==> src/rtl/epfc_consts.vh <==
// register map, field positions, reset values and divider taps of the event counter
`ifndef EPFC_CONSTS_VH
`define EPFC_CONSTS_VH

// register indices; byte address is four times the index
`define EPFC_IDX_TIMEBASE_MODE  16'hffb0
`define EPFC_IDX_TIMEBASE_COUNT 16'hffb1
`define EPFC_IDX_EVENT_MODE     16'hffb4
`define EPFC_IDX_EVENT_COUNT    16'hffb5
`define EPFC_IDX_PORT3_MODE     16'hffca
`define EPFC_IDX_PORTB_MODE     16'hffee
`define EPFC_IDX_EDGE_SELECT    16'hfff2
`define EPFC_IDX_IRQ_ENABLE1    16'hfff3
`define EPFC_IDX_IRQ_ENABLE2    16'hfff4
`define EPFC_IDX_IRQ_REQUEST1   16'hfff6
`define EPFC_IDX_IRQ_REQUEST2   16'hfff7

// field positions
`define EPFC_BIT_TB_ENABLE      3
`define EPFC_BIT_DIR_HW         6
`define EPFC_BIT_DIR_DOWN       5
`define EPFC_BIT_UD_SELECT      0
`define EPFC_BIT_EVENT_SELECT   3
`define EPFC_BIT_EDGE_POLARITY  1
`define EPFC_BIT_TB_IRQ         7
`define EPFC_BIT_EV_IRQ         1

// clock source codes of the event counter
`define EPFC_CLK_SUB4           3'h6
`define EPFC_CLK_EVENT          3'h7

// prescaler tap widths: divide by 2**n
`define EPFC_TAP_8192           13
`define EPFC_TAP_2048           11
`define EPFC_TAP_512            9
`define EPFC_TAP_64             6
`define EPFC_TAP_16             4
`define EPFC_TAP_4              2
`define EPFC_SUB_DIV_W          2
`define EPFC_SUB_PSC_W          5

// reset values
`define EPFC_RST_BYTE           8'h00

// axi responses
`define EPFC_RESP_OKAY          2'h0
`define EPFC_RESP_SLVERR        2'h2

`endif

==> src/rtl/epfc_top.v <==
// event pulse frequency counter: event counter, time base, flags and axi4-lite slave
// How it works
// - event count is 8 bits, read only
// - eight clock sources including event pin
// - direction from pin or fixed by software
// - direction pin low means counting up
// - overflow sets event overflow flag
// - request needs flag, enable, mask clear
// - 256 edges from zero overflow counter
// - polarity bit: 0 falling, 1 rising
// - port b bit 3 routes event pin
// - port 3 bit 0 enables direction pin
// - prescaler is 5 bits at sub/4
// - time base counts up at sub/128
// - enable1 bit 7 gates time-base request
// - enable2 bit 1 gates event request
// - request1 bit 7 shows time-base pending
// - request2 bit 1 shows event pending
`timescale 1ns/1ps
`default_nettype none
`include "epfc_consts.vh"

module epfc_top #(
  parameter AW = 18
) (
  // clock, reset, enable
  input  wire          aclk,
  input  wire          aresetn,
  input  wire          ce,
  // axi4-lite write address
  input  wire [AW-1:0] s_axi_awaddr,
  input  wire          s_axi_awvalid,
  output reg           s_axi_awready,
  // axi4-lite write data
  input  wire [31:0]   s_axi_wdata,
  input  wire [3:0]    s_axi_wstrb,
  input  wire          s_axi_wvalid,
  output reg           s_axi_wready,
  // axi4-lite write response
  output reg  [1:0]    s_axi_bresp,
  output reg           s_axi_bvalid,
  input  wire          s_axi_bready,
  // axi4-lite read
  input  wire [AW-1:0] s_axi_araddr,
  input  wire          s_axi_arvalid,
  output reg           s_axi_arready,
  output reg  [31:0]   s_axi_rdata,
  output reg  [1:0]    s_axi_rresp,
  output reg           s_axi_rvalid,
  input  wire          s_axi_rready,
  // pins and sub-clock
  input  wire          event_input_pin,
  input  wire          count_direction_pin,
  input  wire          subclk,
  // processor interrupt mask and requests
  input  wire          cpu_irq_mask,
  output reg           event_irq_req,
  output reg           timebase_irq_req
);

  // software-visible registers
  reg [7:0]  timebase_mode_reg;
  reg [7:0]  timebase_count;
  reg [7:0]  event_mode_reg;
  reg [7:0]  event_count;
  reg [7:0]  event_reload_reg;
  reg [7:0]  port3_pin_mode;
  reg [7:0]  portb_pin_mode;
  reg [7:0]  ext_irq_edge_select;
  reg        timebase_irq_enable;
  reg        event_irq_enable;
  reg        timebase_irq_flag;
  reg        event_overflow_flag;

  // internal state
  reg [12:0] sys_psc;
  reg [`EPFC_SUB_DIV_W-1:0] sub_div;
  reg [`EPFC_SUB_PSC_W-1:0] subclock_prescaler;
  reg [2:0]  ev_sync;
  reg [2:0]  dir_sync;
  reg [2:0]  sub_sync;
  reg        ev_level;
  reg        ev_level_d;
  reg        dir_level;
  reg        sub_level;
  reg        sub_level_d;

  // bus state
  reg          aw_held;
  reg          w_held;
  reg [AW-1:0] aw_addr_q;
  reg [7:0]    w_byte_q;
  reg          w_lane_q;

  // bus timing seen by software:
  //   a write is done one edge after the later of its address and data handshakes,
  //   and bvalid stands from that edge until the master takes it with bready;
  //   address and data ready stay low from their own handshake until then,
  //   so a second write cannot slip in behind a pending response.
  //   a read answers at the edge of its address handshake; rdata is frozen
  //   at that edge, so a slow rready never shows a newer count.
  // only byte lane 0 carries data; a write without wstrb[0] is answered okay
  // and changes nothing, which keeps partial writes harmless.

  // pin synchronisers: three stages, the filtered level moves once stages two and three agree
  always @(posedge aclk) begin
    if (!aresetn) begin
      ev_sync   <= 3'h0;
      dir_sync  <= 3'h0;
      sub_sync  <= 3'h0;
      ev_level  <= 1'b0;
      ev_level_d <= 1'b0;
      dir_level <= 1'b0;
      sub_level <= 1'b0;
      sub_level_d <= 1'b0;
    end else if (ce) begin
      ev_sync  <= {ev_sync[1:0], event_input_pin};
      dir_sync <= {dir_sync[1:0], count_direction_pin};
      sub_sync <= {sub_sync[1:0], subclk};
      if (ev_sync[1] == ev_sync[2])
        ev_level <= ev_sync[2];
      if (dir_sync[1] == dir_sync[2])
        dir_level <= dir_sync[2];
      if (sub_sync[1] == sub_sync[2])
        sub_level <= sub_sync[2];
      ev_level_d  <= ev_level;
      sub_level_d <= sub_level;
    end
  end

  // event edge: one pulse per filtered transition of the chosen polarity
  wire ev_rise = ev_level & ~ev_level_d;
  wire ev_fall = ~ev_level & ev_level_d;
  wire ev_edge_raw = ext_irq_edge_select[`EPFC_BIT_EDGE_POLARITY] ? ev_rise : ev_fall;
  // pin is only an event input while port b routes it there
  wire ev_edge = ev_edge_raw & portb_pin_mode[`EPFC_BIT_EVENT_SELECT];

  // direction pin reads as low unless port 3 hands the pin over
  wire dir_pin_used = dir_level & port3_pin_mode[`EPFC_BIT_UD_SELECT];

  // sub-clock rising edges in the system clock domain
  wire sub_tick  = sub_level & ~sub_level_d;
  wire sub4_tick = sub_tick & (&sub_div);
  wire sub128_tick = sub4_tick & (&subclock_prescaler);

  // system prescaler taps, each high for one cycle per period
  wire [7:0] src_tick;
  assign src_tick[0] = &sys_psc[`EPFC_TAP_8192-1:0];
  assign src_tick[1] = &sys_psc[`EPFC_TAP_2048-1:0];
  assign src_tick[2] = &sys_psc[`EPFC_TAP_512-1:0];
  assign src_tick[3] = &sys_psc[`EPFC_TAP_64-1:0];
  assign src_tick[4] = &sys_psc[`EPFC_TAP_16-1:0];
  assign src_tick[5] = &sys_psc[`EPFC_TAP_4-1:0];
  assign src_tick[`EPFC_CLK_SUB4]  = sub4_tick;
  assign src_tick[`EPFC_CLK_EVENT] = ev_edge;

  wire ev_step = src_tick[event_mode_reg[2:0]];

  // direction: hardware pin, else software up or down
  wire ev_down = event_mode_reg[`EPFC_BIT_DIR_HW] ? dir_pin_used
                                                  : event_mode_reg[`EPFC_BIT_DIR_DOWN];
  wire ev_wrap = ev_step & (ev_down ? (event_count == 8'h00) : (event_count == 8'hff));

  // time base runs only in time-base mode
  wire tb_run  = timebase_mode_reg[`EPFC_BIT_TB_ENABLE];
  wire tb_wrap = tb_run & sub128_tick & (timebase_count == 8'hff);

  // prescalers and counters
  // the system prescaler runs free from reset; a newly chosen tap therefore
  // gives its first step anywhere within one divider period, not a full one.
  // the sub-clock path counts rising edges of the synchronised sub-clock, so
  // the sub-clock must stay well below a quarter of the system clock rate.
  // overflow and underflow share one wrap term, so reload and the request
  // flag always move together and cannot be split by a direction change.
  // a reload written while counting takes effect only at the next wrap;
  // the running count is never overwritten by software.
  always @(posedge aclk) begin
    if (!aresetn) begin
      sys_psc            <= 13'h0000;
      sub_div            <= {`EPFC_SUB_DIV_W{1'b0}};
      subclock_prescaler <= {`EPFC_SUB_PSC_W{1'b0}};
      timebase_count     <= `EPFC_RST_BYTE;
      event_count        <= `EPFC_RST_BYTE;
    end else if (ce) begin
      sys_psc <= sys_psc + 13'h0001;
      if (sub_tick)
        sub_div <= sub_div + {{(`EPFC_SUB_DIV_W-1){1'b0}}, 1'b1};
      if (sub4_tick)
        subclock_prescaler <= subclock_prescaler + {{(`EPFC_SUB_PSC_W-1){1'b0}}, 1'b1};
      if (tb_run && sub128_tick)
        timebase_count <= timebase_count + 8'h01;
      // overflow reloads; with reload zero the 256th step from zero wraps here
      if (ev_wrap)
        event_count <= event_reload_reg;
      else if (ev_step && ev_down)
        event_count <= event_count - 8'h01;
      else if (ev_step)
        event_count <= event_count + 8'h01;
    end
  end

  // write decode
  wire [15:0] w_idx   = aw_addr_q[17:2];
  wire        w_fire  = aw_held & w_held & ~s_axi_bvalid;
  wire        w_ok    = (w_idx == `EPFC_IDX_TIMEBASE_MODE)  | (w_idx == `EPFC_IDX_TIMEBASE_COUNT) |
                        (w_idx == `EPFC_IDX_EVENT_MODE)     | (w_idx == `EPFC_IDX_EVENT_COUNT) |
                        (w_idx == `EPFC_IDX_PORT3_MODE)     | (w_idx == `EPFC_IDX_PORTB_MODE) |
                        (w_idx == `EPFC_IDX_EDGE_SELECT)    | (w_idx == `EPFC_IDX_IRQ_ENABLE1) |
                        (w_idx == `EPFC_IDX_IRQ_ENABLE2)    | (w_idx == `EPFC_IDX_IRQ_REQUEST1) |
                        (w_idx == `EPFC_IDX_IRQ_REQUEST2);
  wire        w_do    = w_fire & w_ok & w_lane_q;
  // address bits above the 16-bit index must be zero; the shift form stays
  // legal when AW leaves no such bits at all
  wire        w_top   = (aw_addr_q >> 18) == {AW{1'b0}};

  // register writes; the counter address takes the reload value and leaves the count alone
  always @(posedge aclk) begin
    if (!aresetn) begin
      timebase_mode_reg   <= `EPFC_RST_BYTE;
      event_mode_reg      <= `EPFC_RST_BYTE;
      event_reload_reg    <= `EPFC_RST_BYTE;
      port3_pin_mode      <= `EPFC_RST_BYTE;
      portb_pin_mode      <= `EPFC_RST_BYTE;
      ext_irq_edge_select <= `EPFC_RST_BYTE;
      timebase_irq_enable <= 1'b0;
      event_irq_enable    <= 1'b0;
    end else if (ce && w_do && w_top) begin
      case (w_idx)
        `EPFC_IDX_TIMEBASE_MODE: timebase_mode_reg   <= w_byte_q;
        `EPFC_IDX_EVENT_MODE:    event_mode_reg      <= w_byte_q;
        `EPFC_IDX_EVENT_COUNT:   event_reload_reg    <= w_byte_q;
        `EPFC_IDX_PORT3_MODE:    port3_pin_mode      <= w_byte_q;
        `EPFC_IDX_PORTB_MODE:    portb_pin_mode      <= w_byte_q;
        `EPFC_IDX_EDGE_SELECT:   ext_irq_edge_select <= w_byte_q;
        `EPFC_IDX_IRQ_ENABLE1:   timebase_irq_enable <= w_byte_q[`EPFC_BIT_TB_IRQ];
        `EPFC_IDX_IRQ_ENABLE2:   event_irq_enable    <= w_byte_q[`EPFC_BIT_EV_IRQ];
        default: ;
      endcase
    end
  end

  // request flags: writing 0 clears, writing 1 keeps; a same-cycle event wins over the clear
  // software clears a flag with a read-modify-write of the request register;
  // letting the event win means an overflow landing on that write is never lost.
  // the request outputs are registered, so they trail the flag by one cycle
  // and also trail a change of the processor mask by one cycle.
  // this keeps every output straight from a flip-flop at the cost of a cycle.
  wire clr_tb = w_do & w_top & (w_idx == `EPFC_IDX_IRQ_REQUEST1) & ~w_byte_q[`EPFC_BIT_TB_IRQ];
  wire clr_ev = w_do & w_top & (w_idx == `EPFC_IDX_IRQ_REQUEST2) & ~w_byte_q[`EPFC_BIT_EV_IRQ];

  always @(posedge aclk) begin
    if (!aresetn) begin
      timebase_irq_flag   <= 1'b0;
      event_overflow_flag <= 1'b0;
      event_irq_req       <= 1'b0;
      timebase_irq_req    <= 1'b0;
    end else if (ce) begin
      if (tb_wrap)
        timebase_irq_flag <= 1'b1;
      else if (clr_tb)
        timebase_irq_flag <= 1'b0;
      if (ev_wrap)
        event_overflow_flag <= 1'b1;
      else if (clr_ev)
        event_overflow_flag <= 1'b0;
      // requests reach the processor only with enable set and mask clear
      event_irq_req    <= event_overflow_flag & event_irq_enable & ~cpu_irq_mask;
      timebase_irq_req <= timebase_irq_flag & timebase_irq_enable & ~cpu_irq_mask;
    end
  end

  // write channel: address and data taken in either order, response after both
  always @(posedge aclk) begin
    if (!aresetn) begin
      s_axi_awready <= 1'b1;
      s_axi_wready  <= 1'b1;
      s_axi_bvalid  <= 1'b0;
      s_axi_bresp   <= `EPFC_RESP_OKAY;
      aw_held       <= 1'b0;
      w_held        <= 1'b0;
      aw_addr_q     <= {AW{1'b0}};
      w_byte_q      <= 8'h00;
      w_lane_q      <= 1'b0;
    end else if (ce) begin
      if (s_axi_awvalid && s_axi_awready) begin
        aw_addr_q     <= s_axi_awaddr;
        aw_held       <= 1'b1;
        s_axi_awready <= 1'b0;
      end
      if (s_axi_wvalid && s_axi_wready) begin
        w_byte_q     <= s_axi_wdata[7:0];
        w_lane_q     <= s_axi_wstrb[0];
        w_held       <= 1'b1;
        s_axi_wready <= 1'b0;
      end
      if (w_fire) begin
        aw_held      <= 1'b0;
        w_held       <= 1'b0;
        s_axi_bvalid <= 1'b1;
        s_axi_bresp  <= (w_ok & w_top) ? `EPFC_RESP_OKAY : `EPFC_RESP_SLVERR;
      end else if (s_axi_bvalid && s_axi_bready) begin
        s_axi_bvalid  <= 1'b0;
        s_axi_awready <= 1'b1;
        s_axi_wready  <= 1'b1;
      end
    end
  end

  // read mux; reading the count never touches the counter
  reg [7:0] r_byte;
  reg       r_ok;
  wire [15:0] r_idx = s_axi_araddr[17:2];
  wire        r_top = (s_axi_araddr >> 18) == {AW{1'b0}};

  always @* begin
    r_byte = 8'h00;
    r_ok   = r_top;
    case (r_idx)
      `EPFC_IDX_TIMEBASE_MODE:  r_byte = timebase_mode_reg;
      `EPFC_IDX_TIMEBASE_COUNT: r_byte = timebase_count;
      `EPFC_IDX_EVENT_MODE:     r_byte = event_mode_reg;
      `EPFC_IDX_EVENT_COUNT:    r_byte = event_count;
      `EPFC_IDX_PORT3_MODE:     r_byte = port3_pin_mode;
      `EPFC_IDX_PORTB_MODE:     r_byte = portb_pin_mode;
      `EPFC_IDX_EDGE_SELECT:    r_byte = ext_irq_edge_select;
      `EPFC_IDX_IRQ_ENABLE1:    r_byte = {timebase_irq_enable, 7'h00};
      `EPFC_IDX_IRQ_ENABLE2:    r_byte = {6'h00, event_irq_enable, 1'b0};
      `EPFC_IDX_IRQ_REQUEST1:   r_byte = {timebase_irq_flag, 7'h00};
      `EPFC_IDX_IRQ_REQUEST2:   r_byte = {6'h00, event_overflow_flag, 1'b0};
      default:                  r_ok = 1'b0;
    endcase
  end

  // read channel: data captured at the address handshake, so one cycle to answer
  // arready drops at the handshake and returns only after rvalid is taken,
  // so one read at most is under way; reads and writes run independently.
  // an unmapped index answers zero data with a slave error, and has no effect.
  // the event counter shares its index with the reload register: reads see
  // the count, writes land in the reload value.
  // with ce low the whole slave freezes, handshakes included, so a master
  // simply sees ready or valid held a little longer.
  always @(posedge aclk) begin
    if (!aresetn) begin
      s_axi_arready <= 1'b1;
      s_axi_rvalid  <= 1'b0;
      s_axi_rdata   <= 32'h00000000;
      s_axi_rresp   <= `EPFC_RESP_OKAY;
    end else if (ce) begin
      if (s_axi_arvalid && s_axi_arready) begin
        s_axi_arready <= 1'b0;
        s_axi_rvalid  <= 1'b1;
        s_axi_rdata   <= {24'h000000, r_ok ? r_byte : 8'h00};
        s_axi_rresp   <= r_ok ? `EPFC_RESP_OKAY : `EPFC_RESP_SLVERR;
      end else if (s_axi_rvalid && s_axi_rready) begin
        s_axi_rvalid  <= 1'b0;
        s_axi_arready <= 1'b1;
      end
    end
  end

endmodule // epfc_top

`default_nettype wire

==> config.mk <==
export PLATFORM = sky130hd
export DESIGN_NAME = epfc_top
export DESIGN_NICKNAME = d
export VERILOG_FILES = /design/src/rtl/epfc_top.v
export VERILOG_INCLUDE_DIRS = /design/src /design/src/rtl
export SDC_FILE = /design/constraint.sdc
export NUM_CORES = 1
export LEC_CHECK = 0
export BUFFER_PORTS_ARGS = -buffer_cell sky130_fd_sc_hd__buf_2
export CORE_AREA = 5 5 115 117
export DETAILED_ROUTE_END_ITERATION = 10
export DIE_AREA = 0 0 120 122
export GPL_TIMING_DRIVEN = 0
export PLACE_DENSITY = 0.83
export RECOVER_POWER = 25
export SYNTH_ARGS = -nofsm -noshare
export SYNTH_HDL_FRONTEND = slang
export SYNTH_SLANG_ARGS = --single-unit
==> constraint.sdc <==
create_clock -name aclk -period 7.6 [get_ports aclk]
set_clock_uncertainty 0.05 [all_clocks]
set_input_delay 1.14 -clock aclk [delete_from_list [all_inputs] [get_ports aclk]]
set_output_delay 1.14 -clock aclk [all_outputs]
set_load 0.01 [all_outputs]
==> impl_results.md <==
- Die ar.: 0.0146 mm^2
- Pins Over Slew Limit: 0
- Pre-antenna DRT Iters: 6
- Internal: 1.31 mW
- Top reg by flops: aw_addr_q
- Drt via density: 5.93
- Layout area overhead: 16.1%
- Clock power frac: 47.2%
- CTS max path bufs: 2
- Total core area: 0.0123 mm^2
- Io pins: 127
- Chip width: 120 um
- DRC Markers: 0
- Final Critical Period: 4.17 ns
- Final non-filler cell total: 1095
- Power Dens Cells: 206 mW/mm^2
- Worst Hold Launch: aw_addr_q[11]
- Hold Buf Count CTS: 0
- Detailed-route via count: 6497
- Hold WC Path Type: reg2reg
- DRT iter0 DRCs: 822
- Gr ovfl total: 0
- Crit path from: sys_psc[3]
- Switching portion of total power: 22.4%
- Row cnt: 41
- H-tree levels: 4
- Post-route ant nets: 0
- Post-synth ARST share: 0%
- Crit path max fanout: 8
- Critical Path Sink Type: flop
- Reg-to-reg critical path startpoint: sys_psc[3]
- Cells after DPL: 1065
- Fin worst setup slack: 3.43 ns
- DP Worst Slack: 3.48 ns
- Worst Setup Path Type: reg2reg
- Critical Path RT: 7.84 ns
- Largest net degree at the start of global routing: 17
- Syn avg cell area: 8.53 um^2
- Psw: 378 uW
- RSZ-0062 raised after global routing: no
- M3 GR Usage: 6.73%
- Max reg flops: 16
- Final Instance Area: 0.00817 mm^2
- Clk_lat worst skew: 0.42 ns
- Final Core Density: 66.6%
- Warnings from Yosys: 0
- Most Crowded Layer GR: met2
- WL final: 19000 um
- CTS root buf: clkbuf_16
- Vias in the first global route: 5846
- Hpwl dp: 14000 um
- Initial antenna violation count: 1
- Yosys top cell area share: 41.5%
- Post-Syn Instances: 825
- Netlist cell types: 62
- Status: complete, no violations
- Initial Util: 57.4%
- Worst-path clk slew: 0.06 ns
- Tcrit/Tclk final: 54.8%
- Wire length per cell: 17.3 um
- Fin nets: 1031
- Post-synth design cell area: 0.00704 mm^2
- Final Hold Viols: 0
- Gate power share: 6.1%
- First-pass GRT wire length: 30100 um
- LEAKAGE: 3.16 nW
- Post-synth EDFFs: 0
- Dominant cells by area after synthesis: dfxtp_1 42%, mux2i_1 10%, nor2_1 5.9%
- Most common flop cell mapped by yosys: dfxtp_1
- Sequential Power Share: 46.8%
- Gp weighted congestion: 0.961
- Port Buffers: 65
- Hold_ws: 0.404 ns
- Overall Power: 1.69 mW
- Routing usage on met2: 41.0%
- Worst vdd ir: 0.144 mV
- Setup tns final: 0 ns
- Clock sinks: 146
- CTS tree: done
- Placed cell areas: 0.00764 mm^2
- # setup viols final: 0
- Arrival @ worst endpoint: 4.41 ns
- Die H: 122 um
- Fmax: 240 MHz
- Post-synthesis sequential area ratio: 41.5%
- Fillers: 1026
- Area leader, netlist: dfxtp_1
- Max-slew headroom: 11.0%
- FF+latch count, synth: 146
- Layout cell share with drive strength beyond 1: 12.1%
- Crit path launch type: flop
- Top flop regs: aw_addr_q x16, sys_psc x13
- CTS resizes: 0
- Least-Margin Pin Slew: 1.32 ns
- GRT Total Usage: 26.3%
- Grt met1 use: 34.8%
- Total CTS buffers: 17
- Postcts setup bufs: 0
- MaxCap Viol Count: 0
[layer usage]
| layer | vias to the layer above | wire length [um] |
|---|---|---|
| met3 | 48 | 1770 |
| li1 | 3109 | - |
| met1 | 3038 | 8050 |
| met4 | 0 | 512 |
| met5 | - | 0 |
| met2 | 302 | 8650 |
[Yosys cell counts, drive strengths merged, types with 5 or more instances]
master,count
a222oi,6
a21o,6
nand2b,6
xnor2,10
mux2i,71
and3,10
o21ai,19
or3,8
and2,6
nor2,112
inv,15
clkbuf,32
nor2b,5
a21boi,5
a221oi,8
nand2,97
xor2,12
nand4,20
nor3,20
or4,5
buf,35
o21a,5
ha,12
a31oi,6
nand3,23
a211oi,5
dfxtp,146
a21oi,63
[cell type report]
class / count / area, um^2 / share of cell area (%)
diodes: 1 / 2.50 / 0.0306
plain buffers: 67 / 359 / 4.40
clock buffers: 23 / 468 / 5.73
clock inverters: 6 / 82.6 / 1.01
inverters: 15 / 56.3 / 0.689
multi-input cells: 622 / 3790 / 46.4
flip-flops and latches: 146 / 2920 / 35.8
well taps: 150 / 188 / 2.30
repair buffers: 65 / 303 / 3.71
[cells by family (layout without fill, tap and decap cells)]
group / Yosys count / after routing / share of synthesized area (%)
multiplexers: 72 / 72 / 10.3
XOR/XNOR: 22 / 22 / 2.74
AND/OR/NAND/NOR: 340 / 340 / 23.4
adder cells (fa/ha/maj): 13 / 13 / 2.42
AO/OA/AOI/OAI: 149 / 149 / 13.7
buffers and inverters: 82 / 176 / 5.90
flip-flops: 146 / 146 / 41.5
other: 1 / 27 / 0.0533
[path summary, 6_finish.rpt]
kind,endpoint,slack [ns],depth (start not counted)
max reg2reg,event_count[6],3.43,16
max,event_count[6],3.43,16
min reg2reg,aw_addr_q[11],0.40,2
min,aw_addr_q[11],0.40,2
[power groups by stage]
stage                     Clock (mW)  Combinational (mW)  Sequential, mW
after global placement             0              0.0995           0.804
after global routing           0.836               0.112           0.790
after floorplan                    0              0.0651           0.802
after CTS                      0.799               0.101           0.788
final                          0.795               0.102           0.789
after detailed placement           0               0.101           0.805
[cells in the final DEF (no fill, tap or decap), types with 5 or more instances in the layout]
master and count:
nand4_1 20, conb_1 26, dfxtp_1 146, a222oi_1 6, nor2_1 111, a211oi_1 5, nor3_1 20, nor2b_1 5
o21ai_0 19, buf_2 52, a21o_1 6, and3_1 10, or4_1 5, nand3_1 23, xnor2_1 10, buf_4 27
o21a_1 5, and2_1 6, clkbuf_1 54, mux2i_1 71, a21boi_0 5, a31oi_1 6, ha_1 12, nand2_1 97
or3_1 8, nand2b_1 6, a21oi_1 63, clkbuf_16 17, a221oi_1 8, xor2_1 12, inv_1 15
[worst max-delay path, cell delays in order, from the launching register on]
cell and delay (ns):
dfxtp_1 0.42, nand4_1 0.33, nor2_1 0.22, and2_1 0.15, ha_1 0.15, nor2_1 0.04, a21oi_1 0.15, o221ai_1 0.23
a21oi_1 0.66, inv_1 0.13, fa_1 0.42, nand2b_1 0.16, a21boi_0 0.37, o21a_1 0.19, o311ai_0 0.13, mux2i_1 0.16
a21oi_1 0.09
Power figures use the tool's default switching activity.
